$ cat src/design/pposm_map.vh
// Register map and field constants of the port pin override mux.
// Assumes inclusion by bare name from the design files; definitions only.
`ifndef PPOSM_MAP_VH
`define PPOSM_MAP_VH

// ----------------------------------------------------------------------
// Register byte offsets
// ----------------------------------------------------------------------
`define PPOSM_OFS_OUTPUT 8'h00
`define PPOSM_OFS_DIR 8'h04
`define PPOSM_OFS_INPUT 8'h08
`define PPOSM_OFS_MCU_CTRL 8'h0C
`define PPOSM_OFS_EXT_IRQ 8'h10
`define PPOSM_ADDR_W 8

// ----------------------------------------------------------------------
// Field positions
// ----------------------------------------------------------------------
`define PPOSM_MCU_PUD_BIT 0
`define PPOSM_IRQ_EN_BIT 0
`define PPOSM_IRQ_SENSE_LO 1
`define PPOSM_IRQ_SENSE_HI 2
`define PPOSM_IRQ_FLAG_BIT 4

// ----------------------------------------------------------------------
// Reset values and encodings
// ----------------------------------------------------------------------
`define PPOSM_RST_OUTPUT 6'h00
`define PPOSM_RST_DIR 6'h00
`define PPOSM_RST_PUD 1'h0
`define PPOSM_RST_SENSE 2'h0
`define PPOSM_SENSE_LEVEL 2'h0
`define PPOSM_SENSE_ANY 2'h1
`define PPOSM_SENSE_FALL 2'h2
`define PPOSM_SENSE_RISE 2'h3
`define PPOSM_PULLUP_ON_CODE 3'h2
`define PPOSM_RESP_OKAY 2'h0
`define PPOSM_RESP_SLVERR 2'h2

`endif

$ cat src/design/pposm_pin_cell.v
// One pin of the port: pad control, input clamp and input synchroniser.
// Assumes override enables already masked for absent functions.
`timescale 1ns/100ps
`default_nettype none
`include "pposm_map.vh"

module pposm_pin_cell (
  input wire i_clock,
  input wire i_nrst,
  input wire i_dir_bit,
  input wire i_out_bit,
  input wire i_global_pullup_disable,
  input wire i_clamp,
  input wire i_pullup_override_en,
  input wire i_pullup_override_val,
  input wire i_dir_override_en,
  input wire i_dir_override_val,
  input wire i_value_override_en,
  input wire i_value_override_val,
  input wire i_input_en_override_en,
  input wire i_input_en_override_val,
  input wire i_pad_in,
  output wire o_pad_out,
  output wire o_pad_oe,
  output wire o_pullup_en,
  output wire o_alt_logic_input,
  output wire o_sync_in
);

  wire plain_pullup;
  wire input_en;
  reg sync1_ff;
  reg sync2_ff;

  // ----------------------------------------------------------------------
  // Pad drive
  // ----------------------------------------------------------------------
  assign plain_pullup = ({i_dir_bit, i_out_bit, i_global_pullup_disable}
                         == `PPOSM_PULLUP_ON_CODE); // [RULE4] [RULE20]
  // Pull-up held off in reset so the pad floats until configured
  assign o_pullup_en = i_nrst & (i_pullup_override_en ? i_pullup_override_val
                                 : plain_pullup); // [RULE4] [RULE5] [RULE17]
  assign o_pad_oe = i_dir_override_en ? i_dir_override_val
                    : i_dir_bit; // [RULE6] [RULE7] [RULE19]
  assign o_pad_out = i_value_override_en ? i_value_override_val
                     : i_out_bit; // [RULE8] [RULE9]

  // ----------------------------------------------------------------------
  // Input path
  // ----------------------------------------------------------------------
  assign input_en = i_input_en_override_en ? i_input_en_override_val
                    : ~i_clamp; // [RULE11] [RULE12] [RULE1]
  // Clamped to ground ahead of the trigger; unsynchronised tap
  assign o_alt_logic_input = i_pad_in & input_en; // [RULE1] [RULE13]

  always @(posedge i_clock or negedge i_nrst) begin
    if (!i_nrst) begin
      sync1_ff <= 1'b0;
      sync2_ff <= 1'b0;
    end else begin
      sync1_ff <= o_alt_logic_input;
      sync2_ff <= sync1_ff;
    end
  end

  assign o_sync_in = sync2_ff;

endmodule

`default_nettype wire

$ cat src/design/pposm_port.v
// Port pin override mux: six pins, AXI4-Lite register slave.
// Assumes override signals come from peripherals on i_clock; pads
// are resolved outside from pad_out/pad_oe/pullup_en.
//
// Operation
// [RULE1] Deep sleep clamps every pin's digital input to ground before the trigger.
// [RULE2] Clamp skips the external interrupt pin while its interrupt is enabled.
// [RULE3] Leaving clamp with edge-sensed ext pin high and irq disabled sets flag.
// [RULE4] Pull-up follows override value if enabled, else on when dir,out,pud=010.
// [RULE5] Enabled pull-up override forces pull-up to its value regardless of bits.
// [RULE6] Driver enable comes from direction override value, else direction bit.
// [RULE7] Enabled direction override turns driver on or off, ignoring direction bit.
// [RULE8] Driven level comes from value override if enabled, else output bit.
// [RULE9] Enabled value override sets the port value regardless of output bit.
// [RULE10] Toggle override enable inverts the pin's output register bit.
// [RULE11] Input enable follows override value if enabled, else normal/clamp state.
// [RULE12] Enabled input override decides input enable whether running or asleep.
// [RULE13] Peripherals synchronise the raw alternate input unless used as a clock.
// [RULE14] Alternate analog path connects straight to the pad, unbuffered.
// [RULE15] Clock, clamp and pull-up disable shared; overrides separate per pin.
// [RULE16] Peripherals generate each pin's override enables and values themselves.
// [RULE17] Pull-ups enabled by output bit are switched off during reset.
// [RULE18] Each pin is pin-change source with index equal to its bit number.
// [RULE19] Direction bit one makes the pin an output, zero an input.
// [RULE20] Global pull-up disable turns off pull-ups on every pin.
// [RULE21] Writing one to input register bit inverts that pin's output bit.
// [RULE22] Missing override enables are tied low so port bits keep control.
//
// The AXI4-Lite slave port and the register offsets were chosen for this implementation.
`timescale 1ns/100ps
`default_nettype none
`include "pposm_map.vh"

module pposm_port #(
  parameter PINS = 6,
  parameter EXT_IRQ_PIN = 2,
  parameter [5:0] HAS_PULLUP_OVR = 6'h3F,
  parameter [5:0] HAS_DIR_OVR = 6'h3F,
  parameter [5:0] HAS_VALUE_OVR = 6'h3F,
  parameter [5:0] HAS_TOGGLE_OVR = 6'h3F,
  parameter [5:0] HAS_INPUT_EN_OVR = 6'h3F
) (
  input wire i_clock,
  input wire i_nrst,
  // AXI4-Lite slave
  input wire i_awvalid,
  output wire o_awready,
  input wire [7:0] i_awaddr,
  input wire [2:0] i_awprot,
  input wire i_wvalid,
  output wire o_wready,
  input wire [31:0] i_wdata,
  input wire [3:0] i_wstrb,
  output wire o_bvalid,
  input wire i_bready,
  output wire [1:0] o_bresp,
  input wire i_arvalid,
  output wire o_arready,
  input wire [7:0] i_araddr,
  input wire [2:0] i_arprot,
  output wire o_rvalid,
  input wire i_rready,
  output wire [31:0] o_rdata,
  output wire [1:0] o_rresp,
  // Sleep controller
  input wire i_deep_sleep,
  // Peripheral overrides, one bit per pin
  input wire [5:0] i_pullup_override_en,
  input wire [5:0] i_pullup_override_val,
  input wire [5:0] i_dir_override_en,
  input wire [5:0] i_dir_override_val,
  input wire [5:0] i_value_override_en,
  input wire [5:0] i_value_override_val,
  input wire [5:0] i_toggle_override_en,
  input wire [5:0] i_input_en_override_en,
  input wire [5:0] i_input_en_override_val,
  output wire [5:0] o_alt_logic_input,
  output wire [5:0] o_alt_analog_pad,
  // Pads
  input wire [5:0] i_pad_in,
  output wire [5:0] o_pad_out,
  output wire [5:0] o_pad_oe,
  output wire [5:0] o_pullup_en,
  // Events
  output wire [5:0] o_pin_change,
  output wire o_ext_irq
);

  // ----------------------------------------------------------------------
  // Declarations
  // ----------------------------------------------------------------------
  reg [5:0] out_ff;
  reg [5:0] nxt_out;
  reg [5:0] dir_ff;
  reg pud_ff;
  reg irq_en_ff;
  reg [1:0] sense_ff;
  reg irq_flag_ff;
  reg nxt_irq_flag;
  reg [5:0] prev_in_ff;
  reg [5:0] pin_change_vec_ff;
  reg sleep_prev_ff;
  reg bvalid_ff;
  reg [1:0] bresp_ff;
  reg rvalid_ff;
  reg [31:0] rdata_ff;
  reg [1:0] rresp_ff;
  reg [31:0] rd_word;
  reg rd_hit;
  reg wr_hit;
  wire [5:0] sync_in;
  wire [5:0] clamp;
  wire wr_fire;
  wire rd_fire;
  wire wr_lane0;
  wire ext_pin;
  wire ext_prev;
  wire edge_event;
  wire wake_event;
  wire [5:0] toggle_en;
  wire [5:0] pin_write;

  // ----------------------------------------------------------------------
  // Write channel
  // ----------------------------------------------------------------------
  // Address and data are taken together; simpler than buffering either
  assign wr_fire = i_awvalid & i_wvalid & ~bvalid_ff;
  assign o_awready = wr_fire;
  assign o_wready = wr_fire;
  assign wr_lane0 = wr_fire & i_wstrb[0];

  always @* begin
    case (i_awaddr)
      `PPOSM_OFS_OUTPUT: wr_hit = 1'b1;
      `PPOSM_OFS_DIR: wr_hit = 1'b1;
      `PPOSM_OFS_INPUT: wr_hit = 1'b1;
      `PPOSM_OFS_MCU_CTRL: wr_hit = 1'b1;
      `PPOSM_OFS_EXT_IRQ: wr_hit = 1'b1;
      default: wr_hit = 1'b0;
    endcase
  end

  always @(posedge i_clock or negedge i_nrst) begin
    if (!i_nrst) begin
      bvalid_ff <= 1'b0;
      bresp_ff <= `PPOSM_RESP_OKAY;
    end else if (wr_fire) begin
      bvalid_ff <= 1'b1;
      bresp_ff <= wr_hit ? `PPOSM_RESP_OKAY : `PPOSM_RESP_SLVERR;
    end else if (i_bready) begin
      bvalid_ff <= 1'b0;
    end
  end

  assign o_bvalid = bvalid_ff;
  assign o_bresp = bresp_ff;

  // ----------------------------------------------------------------------
  // Port bits
  // ----------------------------------------------------------------------
  assign toggle_en = i_toggle_override_en & HAS_TOGGLE_OVR; // [RULE22]
  assign pin_write = (wr_lane0 && i_awaddr == `PPOSM_OFS_INPUT) ?
                     i_wdata[5:0] : 6'h00;

  always @* begin
    nxt_out = out_ff;
    if (wr_lane0 && i_awaddr == `PPOSM_OFS_OUTPUT) begin
      nxt_out = i_wdata[5:0];
    end
    // Toggles act on top of a same-cycle write
    nxt_out = nxt_out ^ pin_write ^ toggle_en; // [RULE21] [RULE10]
  end

  always @(posedge i_clock or negedge i_nrst) begin
    if (!i_nrst) begin
      out_ff <= `PPOSM_RST_OUTPUT;
      dir_ff <= `PPOSM_RST_DIR;
      pud_ff <= `PPOSM_RST_PUD;
      irq_en_ff <= 1'b0;
      sense_ff <= `PPOSM_RST_SENSE;
    end else begin
      out_ff <= nxt_out;
      if (wr_lane0 && i_awaddr == `PPOSM_OFS_DIR) begin
        dir_ff <= i_wdata[5:0];
      end
      if (wr_lane0 && i_awaddr == `PPOSM_OFS_MCU_CTRL) begin
        pud_ff <= i_wdata[`PPOSM_MCU_PUD_BIT];
      end
      if (wr_lane0 && i_awaddr == `PPOSM_OFS_EXT_IRQ) begin
        irq_en_ff <= i_wdata[`PPOSM_IRQ_EN_BIT];
        sense_ff <= i_wdata[`PPOSM_IRQ_SENSE_HI:`PPOSM_IRQ_SENSE_LO];
      end
    end
  end

  // ----------------------------------------------------------------------
  // Pin cells
  // ----------------------------------------------------------------------
  genvar gi;
  generate
    for (gi = 0; gi < PINS; gi = gi + 1) begin : g_pin
      // Shared sleep clamp, lifted only for an enabled ext interrupt pin
      assign clamp[gi] = i_deep_sleep &
                         ~((gi == EXT_IRQ_PIN) && irq_en_ff); // [RULE2] [RULE15]
      // Analog path is the pad itself
      assign o_alt_analog_pad[gi] = i_pad_in[gi]; // [RULE14]
      pposm_pin_cell u_cell (
        .i_clock(i_clock),
        .i_nrst(i_nrst),
        .i_dir_bit(dir_ff[gi]),
        .i_out_bit(out_ff[gi]),
        .i_global_pullup_disable(pud_ff),
        .i_clamp(clamp[gi]),
        .i_pullup_override_en(i_pullup_override_en[gi] & HAS_PULLUP_OVR[gi]),
        .i_pullup_override_val(i_pullup_override_val[gi]),
        .i_dir_override_en(i_dir_override_en[gi] & HAS_DIR_OVR[gi]),
        .i_dir_override_val(i_dir_override_val[gi]),
        .i_value_override_en(i_value_override_en[gi] & HAS_VALUE_OVR[gi]),
        .i_value_override_val(i_value_override_val[gi]),
        .i_input_en_override_en(i_input_en_override_en[gi] &
                                HAS_INPUT_EN_OVR[gi]),
        .i_input_en_override_val(i_input_en_override_val[gi]),
        .i_pad_in(i_pad_in[gi]),
        .o_pad_out(o_pad_out[gi]),
        .o_pad_oe(o_pad_oe[gi]),
        .o_pullup_en(o_pullup_en[gi]),
        .o_alt_logic_input(o_alt_logic_input[gi]),
        .o_sync_in(sync_in[gi])
      ); // [RULE22] [RULE15]
    end
  endgenerate

  // ----------------------------------------------------------------------
  // Pin change and external interrupt
  // ----------------------------------------------------------------------
  assign ext_pin = sync_in[EXT_IRQ_PIN];
  assign ext_prev = prev_in_ff[EXT_IRQ_PIN];
  assign edge_event = (sense_ff == `PPOSM_SENSE_ANY && ext_pin != ext_prev) ||
                      (sense_ff == `PPOSM_SENSE_FALL && !ext_pin && ext_prev) ||
                      (sense_ff == `PPOSM_SENSE_RISE && ext_pin && !ext_prev);
  // Clamp release looks like a change on a high pin
  assign wake_event = sleep_prev_ff & ~i_deep_sleep & ~irq_en_ff &
                      (sense_ff != `PPOSM_SENSE_LEVEL) & i_pad_in[EXT_IRQ_PIN]; // [RULE3]

  always @* begin
    nxt_irq_flag = irq_flag_ff;
    if (wr_lane0 && i_awaddr == `PPOSM_OFS_EXT_IRQ &&
        i_wdata[`PPOSM_IRQ_FLAG_BIT]) begin
      nxt_irq_flag = 1'b0;
    end
    // Set beats a same-cycle clear
    if (edge_event || wake_event) begin
      nxt_irq_flag = 1'b1; // [RULE3]
    end
  end

  always @(posedge i_clock or negedge i_nrst) begin
    if (!i_nrst) begin
      prev_in_ff <= 6'h00;
      pin_change_vec_ff <= 6'h00;
      sleep_prev_ff <= 1'b0;
      irq_flag_ff <= 1'b0;
    end else begin
      prev_in_ff <= sync_in;
      pin_change_vec_ff <= sync_in ^ prev_in_ff; // [RULE18]
      sleep_prev_ff <= i_deep_sleep;
      irq_flag_ff <= nxt_irq_flag;
    end
  end

  assign o_pin_change = pin_change_vec_ff; // [RULE18]
  assign o_ext_irq = irq_flag_ff & irq_en_ff;

  // ----------------------------------------------------------------------
  // Read channel
  // ----------------------------------------------------------------------
  assign o_arready = ~rvalid_ff;
  assign rd_fire = i_arvalid & ~rvalid_ff;

  always @* begin
    rd_word = 32'h0000_0000;
    rd_hit = 1'b1;
    case (i_araddr)
      `PPOSM_OFS_OUTPUT: rd_word[5:0] = out_ff;
      `PPOSM_OFS_DIR: rd_word[5:0] = dir_ff;
      `PPOSM_OFS_INPUT: rd_word[5:0] = sync_in;
      `PPOSM_OFS_MCU_CTRL: rd_word[`PPOSM_MCU_PUD_BIT] = pud_ff;
      `PPOSM_OFS_EXT_IRQ: begin
        rd_word[`PPOSM_IRQ_EN_BIT] = irq_en_ff;
        rd_word[`PPOSM_IRQ_SENSE_HI:`PPOSM_IRQ_SENSE_LO] = sense_ff;
        rd_word[`PPOSM_IRQ_FLAG_BIT] = irq_flag_ff;
      end
      default: rd_hit = 1'b0;
    endcase
  end

  always @(posedge i_clock or negedge i_nrst) begin
    if (!i_nrst) begin
      rvalid_ff <= 1'b0;
      rdata_ff <= 32'h0000_0000;
      rresp_ff <= `PPOSM_RESP_OKAY;
    end else if (rd_fire) begin
      rvalid_ff <= 1'b1;
      rdata_ff <= rd_word;
      rresp_ff <= rd_hit ? `PPOSM_RESP_OKAY : `PPOSM_RESP_SLVERR;
    end else if (i_rready) begin
      rvalid_ff <= 1'b0;
    end
  end

  assign o_rvalid = rvalid_ff;
  assign o_rdata = rdata_ff;
  assign o_rresp = rresp_ff;

endmodule

`default_nettype wire

$ cat config.mk
export PLATFORM = sky130hd
export DESIGN_NAME = pposm_port
export DESIGN_NICKNAME = d
export VERILOG_FILES = /design/src/design/pposm_pin_cell.v /design/src/design/pposm_port.v
export VERILOG_INCLUDE_DIRS = /design/src /design/src/design
export SDC_FILE = /design/constraint.sdc
export NUM_CORES = 1
export LEC_CHECK = 0
export ABC_AREA = 0
export BUFFER_PORTS_ARGS = -buffer_cell sky130_fd_sc_hd__buf_2
export CAP_MARGIN = 20
export CORE_MARGIN = 2
export CORE_UTILIZATION = 46
export CTS_CLUSTER_SIZE = 28
export DETAILED_ROUTE_END_ITERATION = 8
export GPL_TIMING_DRIVEN = 0
export PLACE_DENSITY = 0.93
export SLEW_MARGIN = 20
export SYNTH_ARGS = -nofsm -noshare
export SYNTH_HDL_FRONTEND = slang
export SYNTH_SLANG_ARGS = --single-unit
$ cat constraint.sdc
create_clock -name i_clock -period 4.1 [get_ports i_clock]
set_input_delay 0.41 -clock i_clock [delete_from_list [all_inputs] [get_ports i_clock]]
set_output_delay 0.41 -clock i_clock [all_outputs]
set_load 0.01 [all_outputs]
==> out/results.ini <==
[cells_and_area]
finish.instance_area_um2 = 4071
flow.area_growth_from_synthesis_pct = 32.87
finalNetCount = 602
fillers = 544
layout.area.seq_um2 = 1301
instances_no_fill = 554
area_occupied_by_multi_input_gates_um2 = 1356
antenna_cells = 0
share_of_cells_above_drive_strength_1 = 0.4864

[floorplanning]
die_width_um = 85.62
fp-row-count = 29
initial_core_util = 0.4798
ios = 204
die-height_um = 85.62
floorplan.core_area_um2 = 6386
die-area_um2 = 7330

[logic_synthesis]
syn-cell-area_um2 = 3064
synth_top_area_cell = dfrtp_1
yosys.area.top_type_share = 0.4247
netlist_instances = 303
async_reset_ff_frac = 1.000
ys.warnings.count = 0
synth_seq_area_share = 0.4247
postSynth.topFlopCell = dfrtp_1
syn_avg_cell_area_um2 = 10.11
post_synthesis_cell_type_count = 40
post_synth_edffs = 0
yosys_register_bits = 52
yosysMostFrequentCell = buf_4
netlist_top_cells_area = dfrtp_1 42%, buf_4 14%, mux2_2 7.7%
ys_top_cells_by_count = 59 x buf_4, 52 x dfrtp_1, 21 x mux2_2

[timing]
setup_tns_ns = 0
final.setup_skew_ns = 0.002994
finalCritPeriodShare = 0.5498
rsz_0062_raised_after_global_routing = no
slew_worst_pin_ns = 0.6912
shortest_clock_period_the_worst_path_allows_after_layout_ns = 2.254
whs_ns = 0.1295
slew_headroom = 0.5392
final-hold-violation-count = 0
maxClockFrequency_mhz = 443.6
setup_violations = 0
slew_violations = 0

[power_and_ir_drop]
worst_ir_drop_vdd_mv = 0.2494
p_seq_frac = 0.447
power_report.internal_total_uw = 994.0
p_comb_frac = 0.304
areal_power_density_over_the_cells_nw_per_um2 = 347.5
power_frac_clock = 0.248
switching_share = 0.2975
static-leakage-power_uw = 0.002151
total_switching_power_uw = 420.9

[clocking]
post_cts_sizing_count = 0
clock_tree.buffer_depth = 2
cts-buffers-inserted = 5
cts_htree_levels = 2
clock_latency_ns = 0.31
cts_setup_buffers = 0
number_of_sinks_handled_by_clock_tree_synthesis = 52
cts_root_buffer = clkbuf_8
postCtsHoldBufs = 0
cts.clk_slew.worst_paths_ns = 0.09
cts_tree = yes

[drt]
detail_route_antenna_nets = 0
drt-wirelength-per-cell_um = 13.89
drcViolationCount = 0
totalWireLength_um = 7693
drt-vias-per-instance = 5.032
detailroute.via_count = 2788
detailedRoute.firstPassIterationCount = 4
initialDrtViolationCount = 168

[worst_setup_path]
worst-endpoint-required_ns = 3.69
critPathCaptureType = output pin
setup.worst_path.class = reg -> out
cp_data_arrival_time_ns = 1.84
worstPathMaxFanout = 8
number_of_cells_traversed_by_the_worst_register_to_register_path = 5
r2r_slack_ns = 2.25
critical_path.startpoint_type = register
reg2reg_from = o_bvalid
startpoint = pud_ff
regToRegEndpoint = out_ff[2]

[grt]
number_of_global_route_vias_before_repair = 2600
grt_antenna_before_repair = 0
grt_util_all_layers = 0.2083
largest_net_degree_at_the_start_of_global_routing = 59
globalRouteOverflowTotal = 0
grt_pass1_wl_um = 12090

[place]
placement.cell_area_um2 = 3960
numPlacedInstances = 546
io_buffers = 139
replace_congestion = 0.8468
dp_hpwl_um = 6067

[run]
maxCapViolCount = 0

[run_status]
outcome = finished, final reports clean

[min_path]
hold_class = in -> async

[worst max-delay path by stage]
stage | slack [ns] | depth (start not counted) | to
after floorplan | 2.07 | 6 | out_ff[0]
after global placement | 1.82 | 6 | dir_ff[3]
after detailed placement | 1.81 | 6 | dir_ff[3]
after CTS | 1.86 | 6 | o_pullup_en[5]
after global routing | 1.74 | 6 | o_pullup_en[5]
final | 1.85 | 6 | o_pullup_en[5]
[stage by stage]
stage	power, uW	worst slack, ns	util
global placement	1053	1.816	0.6197
finish	1415	1.846	0.6375
floorplan	903.7	2.066	-
detailed placement	1072	1.808	0.6201
CTS	1425	1.865	0.6375
global route	1492	1.738	0.6375
[kinds of logic (layout without fill, tap and decap cells)]
family | count (synthesis) | after routing | share of synthesized area
buffers and inverters | 74 | 221 | 0.1658
other | 1 | 28 | 0.001224
flip-flops | 52 | 52 | 0.4247
AO/OA/AOI/OAI | 54 | 54 | 0.1119
multiplexers | 27 | 27 | 0.09678
AND/OR/NAND/NOR | 83 | 83 | 0.1654
XOR/XNOR | 12 | 12 | 0.03430
[worst max-delay path: stages (launching register included)]
cell and delay (ns):
dfrtp_1 0.37, clkbuf_1 0.23, nor4b_1 0.47, a21oi_1 0.11
nor2b_1 0.14, buf_4 0.11, buf_2 0.11
[routing by layer]
metal | up-vias | share of wire | GRT usage
li1 | 1331 | - | -
met1 | 1306 | 0.38 | 0.2554
met2 | 136 | 0.53 | 0.3693
met3 | 15 | 0.072 | 0.02984
met4 | 0 | 0.025 | 0.08225
met5 | - | 0 | 0
[power by group through the flow]
stage	logic, uW	clock network (uW)	registers [uW]
after floorplan	281	0	623
after global placement	414	0	640
after detailed placement	429	0	643
after CTS	432	362	632
after global routing	470	379	643
final	430	352	633
[cell type report]
cell class | instances | share of cell area
Buffer | 69 | 0.1202
Clock buffer | 6 | 0.01782
Clock inverter | 2 | 0.009527
Inverter | 5 | 0.004610
Multi-Input combinational cell | 204 | 0.3331
Sequential cell | 52 | 0.3196
Tap cell | 77 | 0.02366
Timing Repair Buffer | 139 | 0.1715
[cell usage in the layout (no fill, tap or decap), types with 7 or more instances in the layout]
| master | n |
|---|---|
| buf_4 | 60 |
| nor2_1 | 10 |
| nor4_1 | 7 |
| o21ai_0 | 14 |
| nand3_1 | 8 |
| nand2_1 | 20 |
| mux2_2 | 21 |
| clkbuf_1 | 9 |
| o22ai_1 | 7 |
| dfrtp_1 | 52 |
| a21oi_1 | 9 |
| nor2b_1 | 7 |
| conb_1 | 28 |
| o21a_1 | 7 |
| buf_2 | 139 |
[sequential cells by signal, summed over array words and instances, names as in the netlist]
name / cells
irq_flag_ff: 1
out_ff: 6
irq_en_ff: 1
o_bvalid: 1
dir_ff: 6
sleep_prev_ff: 1
o_pin_change: 6
g_pin.u_cell.o_sync_in: 6
o_rresp: 1
o_rvalid: 1
g_pin.u_cell.sync1_ff: 6
prev_in_ff: 6
sense_ff: 2
o_rdata: 6
pud_ff: 1
o_bresp: 1
No activity file was read; power rests on OpenSTA's default activity.
